[config.mk]
export PLATFORM = sky130hd
export DESIGN_NAME = ips_core
export DESIGN_NICKNAME = d
export VERILOG_FILES = /design/src/ips_pkg.sv /design/src/ips_core.sv /design/src/ips_resolve.sv
export SDC_FILE = /design/constraint.sdc
export NUM_CORES = 1
export LEC_CHECK = 0
export BUFFER_PORTS_ARGS = -buffer_cell sky130_fd_sc_hd__buf_2
export CAP_MARGIN = 20
export CORE_MARGIN = 4
export CORE_UTILIZATION = 40
export DETAILED_ROUTE_END_ITERATION = 10
export MAX_ROUTING_LAYER = met4
export PLACE_DENSITY = 0.67
export SETUP_SLACK_MARGIN = 0.4
export SLEW_MARGIN = 20
export SYNTH_ARGS = -nofsm -noshare
export SYNTH_HDL_FRONTEND = slang
export SYNTH_SLANG_ARGS = --single-unit
export TNS_END_PERCENT = 5
[constraint.sdc]
create_clock -name mclk -period 29.1 [get_ports mclk]
set_clock_uncertainty 0.05 [all_clocks]
set_input_delay 1.455 -clock mclk [delete_from_list [all_inputs] [get_ports mclk]]
set_output_delay 1.455 -clock mclk [all_outputs]
set_load 0.05 [all_outputs]
[src/ips_pkg.sv]
// Package for the interrupt priority service block: register offsets, reset values,
// source numbering and call timing.
// Assumes a byte-wide special-register bus from the core and one 20 MHz clock.
`default_nettype none
package ips_pkg;

  // ---------------------------------------------------------------------------
  // Register offsets and reset values
  // ---------------------------------------------------------------------------
  localparam logic [7:0] IPS_OFS_HIGH_PRIMARY  = 8'hB7;
  localparam logic [7:0] IPS_OFS_LOW_PRIMARY   = 8'hB8;
  localparam logic [7:0] IPS_OFS_LOW_EXT       = 8'hEF;
  localparam logic [7:0] IPS_OFS_HIGH_EXT      = 8'hF7;
  localparam logic [7:0] IPS_OFS_LOW_EXT2      = 8'hFE;
  localparam logic [7:0] IPS_OFS_HIGH_EXT2     = 8'hFF;
  localparam logic [7:0] IPS_RESET_VALUE       = 8'h00;
  localparam logic [7:0] IPS_MASK_PRIMARY      = 8'h7F;
  localparam logic [7:0] IPS_MASK_EXT          = 8'hBF;
  localparam logic [7:0] IPS_MASK_EXT2         = 8'h07;

  // ---------------------------------------------------------------------------
  // Sources, indexed by natural rank (index 0 is the best rank)
  // ---------------------------------------------------------------------------
  localparam int IPS_NUM_SRC = 17;
  localparam int IPS_SRC_W   = 5;
  localparam int IPS_NUM_LVL = 4;

  // Bit position of each source in its register group, in rank order:
  // ext0, brownout, watchdog, timer0, twowire, adc, ext1, pin, timer1,
  // serial0, timer2a, timer2b, timer2c, timer2d, serial1, timer3, wakeup.
  localparam logic [2:0] IPS_BITPOS [IPS_NUM_SRC] = '{
    3'h0, 3'h5, 3'h4, 3'h1, 3'h0, 3'h6, 3'h2, 3'h1, 3'h3,
    3'h4, 3'h2, 3'h3, 3'h5, 3'h7, 3'h0, 3'h1, 3'h2};
  // Register group of each source: 0 primary, 1 extended, 2 second extended.
  localparam logic [1:0] IPS_GROUP [IPS_NUM_SRC] = '{
    2'h0, 2'h0, 2'h1, 2'h0, 2'h1, 2'h0, 2'h0, 2'h1, 2'h0,
    2'h0, 2'h1, 2'h1, 2'h1, 2'h1, 2'h2, 2'h2, 2'h2};
  // Vector address of each source.
  localparam logic [15:0] IPS_VECTOR [IPS_NUM_SRC] = '{
    16'h0003, 16'h0043, 16'h0053, 16'h000B, 16'h0033, 16'h005B,
    16'h0013, 16'h003B, 16'h001B, 16'h0023, 16'h002B, 16'h0063,
    16'h006B, 16'h0073, 16'h007B, 16'h0083, 16'h008B};

  // ---------------------------------------------------------------------------
  // Timing
  // ---------------------------------------------------------------------------
  localparam int IPS_CLK_NS       = 50;
  localparam int IPS_CALL_CYC     = 4;
  localparam int IPS_MIN_RESP_CYC = 5;
  localparam int IPS_MAX_RESP_CYC = 16;

  // One bit for two states, so the sequencer has no illegal code to recover from.
  typedef enum logic {IPS_IDLE, IPS_CALL} ips_state_e;

endpackage : ips_pkg
`default_nettype wire

[src/ips_core.sv]
// Interrupt priority service: priority registers, per-cycle polling,
// call generation and in-service tracking.
// Assumes the core gives instruction-end, write and return strobes on mclk,
// and that request flags are already on mclk.
`timescale 1ns/1ns
`default_nettype none
module ips_core
  import ips_pkg::*;
#(
  parameter int NSRC = IPS_NUM_SRC
) (
  input  wire logic                 mclk,
  input  wire logic                 nrst,
  // Special-register bus from the core.
  input  wire logic [7:0]           sfr_addr,
  input  wire logic                 sfr_wr,
  input  wire logic [7:0]           sfr_wdata,
  input  wire logic                 sfr_page0,
  output logic [7:0]                sfr_rdata,
  output logic                      sfr_hit,
  // Peripheral requests, already gated by their enables.
  input  wire logic [NSRC-1:0]      irq_flag,
  // Instruction sequencer status.
  input  wire logic                 instr_last,
  input  wire logic                 instr_wr_ctrl,
  input  wire logic                 instr_return_from_interrupt,
  // Call sequence towards the core.
  output logic                      call_start,
  output logic                      call_busy,
  output logic                      call_push_pc,
  output logic                      call_load_pc,
  output logic [15:0]               call_vector,
  output logic [IPS_SRC_W-1:0]      call_src,
  output logic [IPS_NUM_LVL-1:0]    in_service
);

  // ---------------------------------------------------------------------------
  // Priority registers
  // ---------------------------------------------------------------------------
  logic [7:0] hi_pri_q, hi_pri_d, lo_pri_q, lo_pri_d;
  logic [7:0] hi_ext_q, hi_ext_d, lo_ext_q, lo_ext_d;
  logic [7:0] hi_ex2_q, hi_ex2_d, lo_ex2_q, lo_ex2_d;

  // Writes mask reserved bits so they always read as zero.
  always_comb begin
    hi_pri_d = hi_pri_q;
    lo_pri_d = lo_pri_q;
    hi_ext_d = hi_ext_q;
    lo_ext_d = lo_ext_q;
    hi_ex2_d = hi_ex2_q;
    lo_ex2_d = lo_ex2_q;
    if (sfr_wr) begin
      unique case (sfr_addr)
        IPS_OFS_HIGH_PRIMARY: hi_pri_d = sfr_wdata & IPS_MASK_PRIMARY;
        IPS_OFS_LOW_PRIMARY:  lo_pri_d = sfr_wdata & IPS_MASK_PRIMARY;
        IPS_OFS_LOW_EXT:      lo_ext_d = sfr_wdata & IPS_MASK_EXT;
        IPS_OFS_HIGH_EXT:     hi_ext_d = sfr_wdata & IPS_MASK_EXT;
        IPS_OFS_LOW_EXT2: begin
          if (sfr_page0) lo_ex2_d = sfr_wdata & IPS_MASK_EXT2;
        end
        IPS_OFS_HIGH_EXT2: begin
          if (sfr_page0) hi_ex2_d = sfr_wdata & IPS_MASK_EXT2;
        end
        default: ;
      endcase
    end
  end

  // Register the priority bits; all clear at reset.
  always_ff @(posedge mclk or negedge nrst) begin
    if (!nrst) begin
      hi_pri_q <= IPS_RESET_VALUE;
      lo_pri_q <= IPS_RESET_VALUE;
      hi_ext_q <= IPS_RESET_VALUE;
      lo_ext_q <= IPS_RESET_VALUE;
      hi_ex2_q <= IPS_RESET_VALUE;
      lo_ex2_q <= IPS_RESET_VALUE;
    end else begin
      hi_pri_q <= hi_pri_d;
      lo_pri_q <= lo_pri_d;
      hi_ext_q <= hi_ext_d;
      lo_ext_q <= lo_ext_d;
      hi_ex2_q <= hi_ex2_d;
      lo_ex2_q <= lo_ex2_d;
    end
  end

  // Read mux; the core owns the data bus so reads are combinational.
  always_comb begin
    sfr_hit   = 1'b1;
    sfr_rdata = 8'h00;
    unique case (sfr_addr)
      IPS_OFS_HIGH_PRIMARY: sfr_rdata = hi_pri_q;
      IPS_OFS_LOW_PRIMARY:  sfr_rdata = lo_pri_q;
      IPS_OFS_LOW_EXT:      sfr_rdata = lo_ext_q;
      IPS_OFS_HIGH_EXT:     sfr_rdata = hi_ext_q;
      IPS_OFS_LOW_EXT2:     sfr_rdata = sfr_page0 ? lo_ex2_q : 8'h00;
      IPS_OFS_HIGH_EXT2:    sfr_rdata = sfr_page0 ? hi_ex2_q : 8'h00;
      default:              sfr_hit   = 1'b0;
    endcase
    if (!sfr_page0 && (sfr_addr == IPS_OFS_LOW_EXT2 || sfr_addr == IPS_OFS_HIGH_EXT2)) begin
      sfr_hit = 1'b0;
    end
  end

  // ---------------------------------------------------------------------------
  // Level per source
  // ---------------------------------------------------------------------------
  logic [2*NSRC-1:0] src_lvl;

  // High bit is the upper bit of the level, low bit the lower one.
  for (genvar g = 0; g < NSRC; g++) begin : g_lvl
    logic [7:0] hsel, lsel;
    assign hsel = (IPS_GROUP[g] == 2'h0) ? hi_pri_q :
                  (IPS_GROUP[g] == 2'h1) ? hi_ext_q : hi_ex2_q;
    assign lsel = (IPS_GROUP[g] == 2'h0) ? lo_pri_q :
                  (IPS_GROUP[g] == 2'h1) ? lo_ext_q : lo_ex2_q;
    assign src_lvl[2*g +: 2] = {hsel[IPS_BITPOS[g]], lsel[IPS_BITPOS[g]]};
  end

  // ---------------------------------------------------------------------------
  // Polling and call decision
  // ---------------------------------------------------------------------------
  logic                 found;
  logic [IPS_SRC_W-1:0] win;
  logic [1:0]           win_lvl;
  logic                 level_free;
  logic                 take;

  // Fresh resolution every cycle straight from the live flags; nothing is
  // latched, so a request that vanishes while blocked is simply lost.
  ips_resolve #(.NSRC(NSRC)) u_resolve (
    .req     (irq_flag),
    .lvl     (src_lvl),
    .found   (found),
    .win     (win),
    .win_lvl (win_lvl)
  );

  // Any marker at or above the winner's level blocks it.
  assign level_free = ((in_service >> win_lvl) == '0);

  ips_state_e state_q, state_d;
  logic [1:0]           cnt_q, cnt_d;
  logic [IPS_NUM_LVL-1:0] isv_q, isv_d;
  logic [15:0]          vec_q, vec_d;
  logic [IPS_SRC_W-1:0] src_q, src_d;

  assign take = (state_q == IPS_IDLE) && found && level_free && instr_last
                && !instr_wr_ctrl && !instr_return_from_interrupt;

  // Call sequencer and per-level in-service markers.
  always_comb begin
    state_d = state_q;
    cnt_d   = cnt_q;
    isv_d   = isv_q;
    vec_d   = vec_q;
    src_d   = src_q;
    // Return clears only the highest active level; plain return never reaches here.
    if (instr_return_from_interrupt && instr_last) begin
      for (int l = 0; l < IPS_NUM_LVL; l++) begin
        if (isv_q[l] && ((isv_q >> l) == IPS_NUM_LVL'(1))) isv_d[l] = 1'b0;
      end
    end
    unique case (state_q)
      IPS_IDLE: begin
        if (take) begin
          state_d = IPS_CALL;
          cnt_d   = 2'(IPS_CALL_CYC - 1);
          vec_d   = IPS_VECTOR[win];
          src_d   = win;
          isv_d[win_lvl] = 1'b1;
        end
      end
      IPS_CALL: begin
        // Four-cycle call: push cycles first, load vector in the last.
        if (cnt_q == 2'h0) state_d = IPS_IDLE;
        else cnt_d = cnt_q - 2'h1;
      end
    endcase
  end

  always_ff @(posedge mclk or negedge nrst) begin
    if (!nrst) begin
      state_q <= IPS_IDLE;
      cnt_q   <= 2'h0;
      isv_q   <= '0;
      vec_q   <= 16'h0000;
      src_q   <= '0;
    end else begin
      state_q <= state_d;
      cnt_q   <= cnt_d;
      isv_q   <= isv_d;
      vec_q   <= vec_d;
      src_q   <= src_d;
    end
  end

  // The status word is never saved; the core pushes the PC only.
  assign call_start   = take;
  assign call_busy    = (state_q == IPS_CALL);
  assign call_push_pc = call_busy && (cnt_q != 2'h0);
  assign call_load_pc = call_busy && (cnt_q == 2'h0);
  assign call_vector  = vec_q;
  assign call_src     = src_q;
  assign in_service   = isv_q;

  // ---------------------------------------------------------------------------
  // Checks
  // ---------------------------------------------------------------------------
  call_len_a: assert property (@(posedge mclk) disable iff (!nrst)
    call_start |=> call_busy [*4] ##1 !call_busy)
    else $error("call sequence is not four cycles");

  load_last_a: assert property (@(posedge mclk) disable iff (!nrst)
    call_start |=> !call_load_pc [*3] ##1 call_load_pc)
    else $error("vector not loaded on the last call cycle");

  need_last_a: assert property (@(posedge mclk) disable iff (!nrst)
    call_start |-> instr_last)
    else $error("call outside the last instruction cycle");

  block_ctl_a: assert property (@(posedge mclk) disable iff (!nrst)
    (instr_wr_ctrl || instr_return_from_interrupt) |-> !call_start)
    else $error("call during control write or return");

  no_equal_a: assert property (@(posedge mclk) disable iff (!nrst)
    call_start |-> ((in_service >> win_lvl) == '0))
    else $error("call while equal or higher level in service");

  mark_set_a: assert property (@(posedge mclk) disable iff (!nrst)
    call_start |=> in_service[$past(win_lvl)])
    else $error("in-service marker not set on call");

  return_from_interrupt_clr_a: assert property (@(posedge mclk) disable iff (!nrst)
    (instr_return_from_interrupt && instr_last && in_service != '0 && !call_start)
      |=> $countones(in_service) == $countones($past(in_service)) - 1)
    else $error("return did not clear one marker");

  reg_reset_a: assert property (@(posedge mclk)
    !nrst |-> (hi_pri_q == 8'h00 && lo_pri_q == 8'h00 && hi_ext_q == 8'h00
               && lo_ext_q == 8'h00 && hi_ex2_q == 8'h00 && lo_ex2_q == 8'h00))
    else $error("priority register not zero in reset");

  vec_match_a: assert property (@(posedge mclk) disable iff (!nrst)
    call_start |=> call_vector == IPS_VECTOR[call_src])
    else $error("vector does not match source");

  // Independent ranking check: no asking source may outrank the one taken,
  // so a slip in the resolver shows even though the vector table follows it.
  logic [NSRC-1:0] beats_win;

  for (genvar g = 0; g < NSRC; g++) begin : g_beat
    assign beats_win[g] = irq_flag[g] && ((src_lvl[2*g +: 2] > win_lvl) ||
                          ((src_lvl[2*g +: 2] == win_lvl) && (g < int'(win))));
  end

  best_pick_a: assert property (@(posedge mclk) disable iff (!nrst)
    call_start |-> (beats_win == '0) && irq_flag[win] && (src_lvl[2*win +: 2] == win_lvl))
    else $error("call did not go to the best request");

  // Cycles that an eligible request has waited for an instruction end. The
  // bound assumes the core's longest return and longest instruction; a call
  // missed at an instruction end pushes the count past it.
  logic [3:0] wait_q, wait_d;

  always_comb begin
    wait_d = 4'h0;
    if (found && level_free && (state_q == IPS_IDLE) && !take) begin
      wait_d = (wait_q == 4'hF) ? wait_q : wait_q + 4'h1;
    end
  end

  always_ff @(posedge mclk or negedge nrst) begin
    if (!nrst) begin
      wait_q <= 4'h0;
    end else begin
      wait_q <= wait_d;
    end
  end

  resp_bound_a: assert property (@(posedge mclk) disable iff (!nrst)
    int'(wait_q) <= IPS_MAX_RESP_CYC - IPS_CALL_CYC - 1)
    else $error("eligible request waited too long for a call");

endmodule // ips_core
`default_nettype wire

[src/ips_resolve.sv]
// Priority resolver: picks the winning request by level, then natural rank.
// Assumes same-clock inputs; purely combinational.
`timescale 1ns/1ns
`default_nettype none
module ips_resolve
  import ips_pkg::*;
#(
  parameter int NSRC = IPS_NUM_SRC
) (
  input  wire logic [NSRC-1:0]        req,
  input  wire logic [2*NSRC-1:0]      lvl,
  output logic                        found,
  output logic [IPS_SRC_W-1:0]        win,
  output logic [1:0]                  win_lvl
);

  // ---------------------------------------------------------------------------
  // Scan from worst rank to best so the best rank wins ties.
  // ---------------------------------------------------------------------------
  always_comb begin
    found   = 1'b0;
    win     = '0;
    win_lvl = 2'h0;
    for (int i = NSRC - 1; i >= 0; i--) begin
      if (req[i] && (!found || lvl[2*i +: 2] >= win_lvl)) begin
        found   = 1'b1;
        win     = IPS_SRC_W'(i);
        win_lvl = lvl[2*i +: 2];
      end
    end
  end

endmodule // ips_resolve
`default_nettype wire
==> metrics.txt, run 1 <==
status complete, no violations; fillcell total 1075; largest net degree at the start of global routing 53; sequential-to-total area share from yosys stat 0.284; antenna viol nets, final 0; Final Hold Viols 0; Worst R2R Start g_lvl[14].lsel[2]; post-CTS setup repair buffer count 0; flops & latches, synth 52; crit path launch type input port; Clock Latency Late Sink 0.29 ns; placed cell area 4980 µm²; Final period util 0.902; Slew Limit Fails 0; critical path capture point type primary output; clock root buffer clkbuf_16; PwrDens 58.8 nW/µm²; vias per cell 5.86; slowest CP cell o31ai_1; Crit path required time 27.60 ns; number of diodes 0; Worst-Margin Slew 0.755 ns; Core Rows 38; Critical Path Fanout Max 11; Crit path top cell by count ha_1; Reg area 1300 µm²; Multi-input gate area 3020 µm²; first-pass GRT wire length 20.1 mm; num ports 78; Largest stage delay, worst path 0.56 ns; Hold Path Class reg2reg; area delta synth->final 12.0%; most frequent cells in the layout 69 x buf_2, 52 x dfrtp_1, 51 x nand2_1; main flop type after synthesis dfrtp_1; Hold Path Origin call_vector[1]; Iter 0 DRT Violations 176; RSZ-0062 raised after global routing no; leading area contributor after synthesis dfrtp_1; Core Region 11000 µm²; Area contributors post-synth dfrtp_1 28%, mux2_2 9.1%, ha_1 7.6%; kind of critical path in2out; total number of H-tree levels 2; post_cts resized 0; chip height 115 µm; worst hold stages 1; reg2reg setup slack 5.24 ns; die width 115 µm; R2R depth 100; clock buffer depth 2; total number of vias 4127; DRT Pass-1 Iters 4; CP top delay family compound AO/OA/AOI/OAI gates; maximum VDD drop 0.0527 mV; relative slew slack 0.495; vias in the first global route 3985; final core utilization 0.466; Overall Power 0.000302 W; Post-Layout Inst Area 5140 µm²; r2r endpoint call_vector[6]; DP Wirelength 9.77 mm; routability cong. 0.969; # Max-Cap Violations 0; number of synthesized flops with an enable pin 0; initial cell density of the core 0.416; final wirelength 12.2 mm; WL per Instance 17.3 µm; Clock transition at path regs 0.07 ns; Max Clk Rate 38.1 MHz; GRT Total Usage 0.193; CTS sink count 52; mean post-synth cell area 9.25 µm²; gr ovfl total 0; layout cells sized above 1 0.277; Buf+Inv Stages, Crit Path 3; # DRC 0; min cycle time layout 26.26 ns; hold endpoint call_vector[1]; # hold bufs at CTS 0; CP Data Arrival Time 24.75 ns; Post-Syn Area 4590 µm²; final setup violating endpoints 0; Total Neg Setup Slack 0 ns; post-layout net count 631; Port-buffer cells 68; FFs w/ async S/R, synth 1.00; die area 13200 µm²; Synthesis Warnings 0; initial antenna violation count 0; commonest non-fill, non-tap cell in the layout buf_2; Synth Instances 496; post-synth top area share 0.284; distinct cell type count of the synthesized netlist 89; Pleak 2.40 nW; total CTS buffers 5; TritonCTS clock tree done
==> how the worst max path moves through the flow <==
stage	from	endpoint	slack, ns	cells after the start
6_report	irq_flag[16]	call_start	2.84	101
4_1_cts	irq_flag[16]	call_start	2.96	101
5_1_grt	irq_flag[16]	call_start	0.92	102
3_3_place_gp	irq_flag[16]	call_start	3.72	101
3_5_place_dp	irq_flag[16]	call_start	3.11	101
2_1_floorplan	irq_flag[16]	call_start	5.86	102
==> kinds of logic after synthesis <==
kind of cell,share of synthesized area
buf+inv,0.0663
other cells,0.000817
xor+xnor,0.00191
compound gates,0.251
simple gates,0.196
fa+ha+maj,0.0764
flops,0.284
mux,0.125
==> stage by stage <==
stage / cells / hold WS, ns / worst slack [ns]
4_1_cts: 704 / 0.440 / 2.96
2_1_floorplan: 504 / 0.427 / 5.86
6_report: 704 / 0.430 / 2.84
5_1_grt: 704 / 0.465 / 0.920
3_3_place_gp: 695 / 0.409 / 3.72
3_5_place_dp: 696 / 0.420 / 3.11
==> worst register-to-register path, delay by kind of cell (launching register included) <==
family	cells	cell delay (ns)
buffers and inverters	2	0.26
AOI/OAI and AO/OA	43	11.16
DFF	1	0.40
and+or+nand+nor	33	5.50
adders and majority gates	17	4.69
muxes	5	1.70
==> cells in the mapped netlist, types with 5 or more instances <==
master	n
dfrtp_1	52
nand2_1	51
mux2_2	37
inv_1	34
ha_1	28
nor2_1	23
o21ai_0	23
a21oi_1	18
nand3_1	17
a22oi_1	16
nand2b_1	16
nor3_1	12
buf_4	10
and2_1	9
a22o_1	8
o31ai_1	8
a211oi_1	7
mux2_4	7
and3_1	5
buf_6	5
mux2i_1	5
nand4_1	5
==> routing by layer <==
| layer | routed length, µm | part of all wire | vias up | GRT usage |
|---|---|---|---|---|
| met2 | 5830 | 0.48 | 94 | 0.309 |
| met4 | 113 | 0.0093 | 0 | 0.0438 |
| li1 | - | - | 1987 | - |
| met5 | 0 | 0 | - | - |
| met1 | 5720 | 0.47 | 2036 | 0.265 |
| met3 | 522 | 0.043 | 10 | 0.0221 |
==> sequential cells by signal (all words and copies together) (netlist names) <==
name and cells:
call_busy 1, call_src 5, call_vector 6, cnt_q 2, g_lvl.hsel 17, g_lvl.lsel 17
in_service 4
==> final cells by class <==
cell class / count / share of cell area
clock inverters: 2 / 0.00195
inverters: 35 / 0.0261
clock buffers: 6 / 0.0270
multi-input cells: 398 / 0.587
flip-flops and latches: 52 / 0.253
well taps: 140 / 0.0341
repair buffers: 71 / 0.0701
==> power by group <==
part | switching, W | internal [W]
Combinational | 0.0000959 | 0.0000545
Sequential | 0.00000857 | 0.0000828
Clock | 0.0000263 | 0.0000340
Total | 0.000131 | 0.000171
Note: power is estimated with default switching activity, not from simulation.
==> run 2: changes to the inputs <==
- ABC_AREA: unset -> 1
- GPL_TIMING_DRIVEN: unset -> 0
==> run 2 against run 1 <==
  * Final area shrank 0.83%
  * Sequential share of layout area up 0.21 points
  * Largest power group unchanged
  * Fmax grew 39%
  * Power is 17% lower
  * Utilization up 0.42 points
  * Worst hold slack better by 0.0070 ns
  * Critical endpoint unchanged
  * Combinational power down 27%
  * Clock power fell by 12%
  * Sequential power is 3.2% lower
  * Clock-buffer cell count down 1
  * Sequential cell count unchanged
  * Register-to-register slack improved by 7.4 ns
==> metrics.txt, run 2 <==
status complete, no violations; crit path launch type input port; number of synthesized flops with an enable pin 0 (unchanged); first-pass GRT wire length 19.6 mm (-2.4%); Final Hold Viols 0 (unchanged); RSZ-0062 raised after global routing no; met3 Usage GRT 0.0321 (+0.00998); maximum VDD drop 0.0392 mV (-26%); mean post-synth cell area 6.97 µm² (-25%); TritonCTS clock tree done; flops & latches, synth 52 (unchanged); number of diodes 0 (unchanged); sequential-to-total area share from yosys stat 0.293 (+0.00976); fin cells 860 (+22%); FFs w/ async S/R, synth 1.00 (unchanged); Critical Path Fanout Max 10 (-1); WL per Instance 13.6 µm (-21%); routability cong. 0.917 (-5.4%); Core Rows 38 (unchanged); final setup violating endpoints 0 (unchanged); DP Wirelength 9.31 mm (-4.8%); Placed Cells 852 (+22%); GRT Total Usage 0.192 (-0.00193); gr ovfl total 0 (unchanged); most frequent cells in the layout 159 x nand2_1, 101 x inv_1, 67 x buf_2; Crit path top cell by count nand2_1; Area contributors post-synth dfrtp_1 29%, nand2_1 13%, inv_1 8.5%; post_cts resized 0 (unchanged); slowest CP cell o21ai_0; met2 Use GR 0.331 (+0.0227); distinct cell type count of the synthesized netlist 40 (-55%); Total Neg Setup Slack 0 ns (unchanged); Synth Instances 636 (+28%); total number of H-tree levels 2 (unchanged); Multi-input gate area 2650 µm² (-12%); clock buffer depth 2 (unchanged); Crit path required time 27.60 ns (about the same); initial antenna violation count 0 (unchanged); Core Region 10800 µm² (-1.7%); antenna viol nets, final 0 (unchanged); hold_ws 0.437 ns (+0.00703 ns); leading area contributor after synthesis dfrtp_1; Port-buffer cells 68 (unchanged); Comb pwr share 0.435 (-0.063); main flop type after synthesis dfrtp_1; R2R depth 123 (+23%); Pleak 2.83 nW (+18%); Worst-Margin Slew 0.681 ns (-0.0740 ns); num ports 78 (unchanged); switch share 0.444 (+0.0108); # Max-Cap Violations 0 (unchanged); Post-Layout Inst Area 5090 µm² (-0.83%); # hold bufs at CTS 0 (unchanged); clock root buffer clkbuf_8; relative slew slack 0.546 (+0.0512); Largest stage delay, worst path 0.33 ns (-0.23 ns); CTS sink count 52 (unchanged); Post-synth top cells 159 x nand2_1, 101 x inv_1, 60 x o21ai_0; PwrDens 49.3 nW/µm² (-16%); commonest non-fill, non-tap cell in the layout nand2_1; worst hold stages 2 (+1); die width 113 µm (-1.6%); area delta synth->final 14.9%; Hold Path Class reg2reg; Iter 0 DRT Violations 268 (+52%); total number of vias 4383 (+6.2%); kind of critical path in2out; post-CTS setup repair buffer count 0 (unchanged); chip height 113 µm (-1.6%); die area 12800 µm² (-3.1%); post-layout net count 787 (+25%); total CTS buffers 5 (unchanged); Synthesis Warnings 0 (unchanged); Clock Latency Late Sink 0.33 ns (+0.04 ns); min cycle time layout 18.92 ns (-7.34 ns); post-synth top area share 0.293 (+0.00976); most common cell in the netlist nand2_1; # DRC 0 (unchanged); DRT Pass-1 Iters 5 (+1); Clock transition at path regs 0.10 ns (+0.03 ns); layout cells sized above 1 0.217 (-0.0599); Reg power frac 0.353 (+0.051); initial cell density of the core 0.409 (-0.00678); met1 Usage GRT 0.227 (-0.0378); NetSw 0.000111 W (-15%); fillcell total 1093 (+1.7%); Post-Syn Area 4440 µm² (-3.3%); vias in the first global route 4321 (+8.4%); critical path capture point type primary output; Internal 0.000140 W (-18%); CP Data Arrival Time 17.41 ns (-7.34 ns); vias per cell 5.10 (-13%); Final period util 0.650 (-0.252); Reg area 1300 µm² (unchanged); placed cell area 4980 µm² (unchanged); Overall Power 0.000251 W (-17%); final wirelength 11.7 mm (-3.8%); Slew Limit Fails 0 (unchanged); gr busiest metal met2; Clock power frac 0.212 (+0.012); Max Clk Rate 52.9 MHz (+39%); largest net degree at the start of global routing 53 (unchanged)
==> run 2: power groups by stage <==
stage	Sequential, W	Clock, W	Combinational [W]
global placement	0.0000897	0	0.000106
floorplan	0.000109	0	0.0000634
detailed placement	0.0000901	0	0.000109
global route	0.0000901	0.0000566	0.000121
finish	0.0000885	0.0000532	0.000109
CTS	0.0000886	0.0000545	0.000110
==> run 2: area by class of cell <==
| cell class | instances | area share |
|---|---|---|
| clock inverter | 3 | 0.00835 |
| tap | 140 | 0.0344 |
| clock buffer | 5 | 0.0135 |
| multi-input combinational | 469 | 0.519 |
| sequential | 52 | 0.255 |
| inverter | 105 | 0.0774 |
| buffer | 18 | 0.0243 |
| timing repair buffer | 68 | 0.0673 |
==> run 2: cells by family (layout without fill, tap and decap cells) <==
| kind of cell | after synthesis | in the layout | synth area share |
|---|---|---|---|
| and+or+nand+nor | 327 | 327 | 0.375 |
| buffers and inverters | 123 | 199 | 0.117 |
| AOI/OAI and AO/OA | 104 | 104 | 0.132 |
| DFF | 52 | 52 | 0.293 |
| adders and majority gates | 28 | 28 | 0.0790 |
| other | 1 | 9 | 0.000845 |
| muxes | 1 | 1 | 0.00254 |
==> run 2: critical path, delay by kind of cell <==
| family | cells | cell delay [ns] |
|---|---|---|
| simple gates | 63 | 6.13 |
| fa+ha+maj | 16 | 4.33 |
| compound gates | 27 | 3.73 |
| buf+inv | 19 | 1.73 |
==> run 2: per-layer routing <==
metal	vias up	share of wire
met2	134	0.48
met4	0	0.026
met3	32	0.048
met1	1993	0.45
met5	-	0
li1	2224	-
==> run 2: worst paths after layout <==
path	slack, ns	start	endpoint
max reg2reg	12.68	g_lvl[14].lsel[2]	call_vector[4]
max	10.18	irq_flag[16]	call_start
max in group asynchronous	27.43	nrst	g_lvl[10].hsel[3]
min in group asynchronous	1.11	nrst	g_lvl[0].hsel[6]
min	0.44	call_vector[5]	call_vector[5]
min reg2reg	0.44	call_vector[5]	call_vector[5]
==> run 2: through the flow <==
| step | util | setup WS [ns] |
|---|---|---|
| after floorplan | - | 12.39 |
| after global placement | 0.459 | 10.66 |
| after detailed placement | 0.460 | 10.24 |
| after CTS | 0.470 | 10.23 |
| after global routing | 0.470 | 8.24 |
| final | 0.470 | 10.18 |
==> run 3: changes to the inputs <==
- PLACE_DENSITY: 0.67 -> 0.7
- clock period: 29.1 -> 17.03 ns (I/O delays scaled with it)
==> run 3 against run 2 <==
  * Sequential share of layout area shrank 2.7 points
  * Critical path type unchanged
  * Final cell count grew 5.8%
  * Setup slack lost 9.0 ns
  * Combinational power grew 100%
  * Via count grew 5.6%
  * First-iteration DRC count is the same
  * Critical path depth grew 7
  * Sequential power grew 72%
  * Highest routed layer unchanged
  * Clock-buffer cell count grew 3
  * Die area is the same
  * Utilization grew 5.5 points
  * Sequential cell count is the same
==> metrics.txt, run 3 (synthesized netlist as in run 2, its figures left out) <==
hold_ws 0.430 ns (-0.00700 ns); initial antenna violation count 0 (unchanged); Hold Path Class reg2reg; final wirelength 12.8 mm (+9.1%); Overall Power 0.000449 W (+79%); clock root buffer clkbuf_8; total number of vias 4630 (+5.6%); Largest stage delay, worst path 0.29 ns (-0.04 ns); fin cells 910 (+5.8%); DRT Pass-1 Iters 5 (unchanged); post-layout net count 837 (+6.4%); Critical Path Fanout Max 5 (-5); initial cell density of the core 0.409 (unchanged); status complete, no violations; CP Data Arrival Time 14.92 ns (-2.49 ns); Worst-Margin Slew 0.672 ns (-0.00897 ns); antenna viol nets, final 0 (unchanged); first-pass GRT wire length 19.8 mm (+1.3%); Iter 0 DRT Violations 268 (unchanged); clock buffer depth 2 (unchanged); Crit path top cell by count nand2_2; # Max-Cap Violations 0 (unchanged); Port-buffer cells 68 (unchanged); kind of critical path in2out; die width 113 µm (unchanged); largest net degree at the start of global routing 53 (unchanged); Final Hold Viols 0 (unchanged); RSZ-0062 raised after global routing no; M1 wire length 5.49 mm (+4.7%); most frequent cells in the layout 137 x nand2_1, 92 x inv_1, 65 x buf_2; Pleak 3.10 nW (+9.7%); slowest CP cell ha_1; Core Rows 38 (unchanged); DP Wirelength 9.42 mm (+1.2%); Clock transition at path regs 0.09 ns (about the same); routability cong. 0.907 (-1.1%); WL per Instance 14.1 µm (+3.1%); Final period util 0.929; Slew Limit Fails 0 (unchanged); relative slew slack 0.552 (+0.00598); CTS sink count 52 (unchanged); die area 12800 µm² (unchanged); gr ovfl total 0 (unchanged); number of diodes 0 (unchanged); min cycle time layout 15.82 ns; area delta synth->final 28.2%; Met3 Wirelength 618 µm (+9.0%); total number of H-tree levels 2 (unchanged); met2 WL 6.44 mm (+15%); layout cells sized above 1 0.345 (+0.129); top layer in use met4; commonest non-fill, non-tap cell in the layout nand2_1; Clock Latency Late Sink 0.32 ns (about the same); TritonCTS clock tree done; final setup violating endpoints 0 (unchanged); maximum VDD drop 0.0618 mV (+58%); PwrDens 79.0 nW/µm² (+60%); GRT Total Usage 0.192 (+0.000472); num ports 78 (unchanged); vias per cell 5.09 (-0.17%); Core Region 10800 µm² (unchanged); vias in the first global route 4358 (+0.86%); crit path launch type input port; total CTS buffers 5 (unchanged); critical path capture point type primary output; Max Clk Rate 63.2 MHz; chip height 113 µm (unchanged); # DRC 0 (unchanged); Crit path required time 16.13 ns (-11.47 ns); Placed Cells 852 (unchanged)
[run 3: cell count changes in the layout (fill, tap and decap cells not counted), sizes merged]
cell / delta
bufinv: -1
clkbuf: +4
buf: +49
clkinv: -1
clkinvlp: -1
[run 3: report_power, final]
part / switching, W / internal (W)
Clock: 0.0000441 / 0.0000334
Sequential: 0.0000104 / 0.000141
Combinational: 0.000147 / 0.0000734
[run 3: final timing paths]
| path | to | start | cells past startpoint | slack, ns |
|---|---|---|---|---|
| max in group asynchronous | g_lvl[0].lsel[6] | nrst | 1 | 15.97 |
| min | call_vector[7] | call_vector[7] | 2 | 0.43 |
| max | call_start | irq_flag[16] | 132 | 1.21 |
| max reg2reg | call_vector[4] | g_lvl[14].lsel[2] | 132 | 2.12 |
| min in group asynchronous | cnt_q[0] | nrst | 1 | 0.52 |
| min reg2reg | call_vector[7] | call_vector[7] | 2 | 0.43 |
[run 3: worst max-delay path, delay by kind of cell]
kind / cells / cell delay [ns]
buffers and inverters: 18 / 1.47
AO/OA/AOI/OAI: 21 / 1.63
adder cells (fa/ha/maj): 16 / 4.22
AND/OR/NAND/NOR: 77 / 6.69
[run 3: through the flow]
step | util | area [µm²] | TNS [ns] | setup WS [ns]
floorplan | - | 4470 | 0 | 1.52
global placement | 0.459 | 4980 | -0.168 | -0.168
detailed placement | 0.460 | 4980 | -0.939 | -0.792
CTS | 0.480 | 5200 | 0 | 0.426
global route | 0.525 | 5690 | 0 | 0.0722
finish | 0.525 | 5690 | 0 | 1.21
[run 3: repair_timing]
action / in CTS / in global routing
pin swaps: 14 / 72
gates resized for setup: 26 / 70
hold buffers: 0 / 0
endpoints found under the setup margin: 6 / 19
setup buffers: 11 / 39
[run 3: area by class of cell]
class	instances	area [µm²]
plain buffers	18	124
flip-flops and latches	52	1300
repair buffers	118	738
clock buffers	8	90.1
multi-input cells	469	2870
fillers	1051	5150
inverters	105	394
well taps	140	175
[run 3: layer usage]
metal / vias up / track usage
met5: - / -
met4: 0 / 0.0577
met3: 22 / 0.0294
met2: 125 / 0.327
met1: 2157 / 0.235
li1: 2326 / -
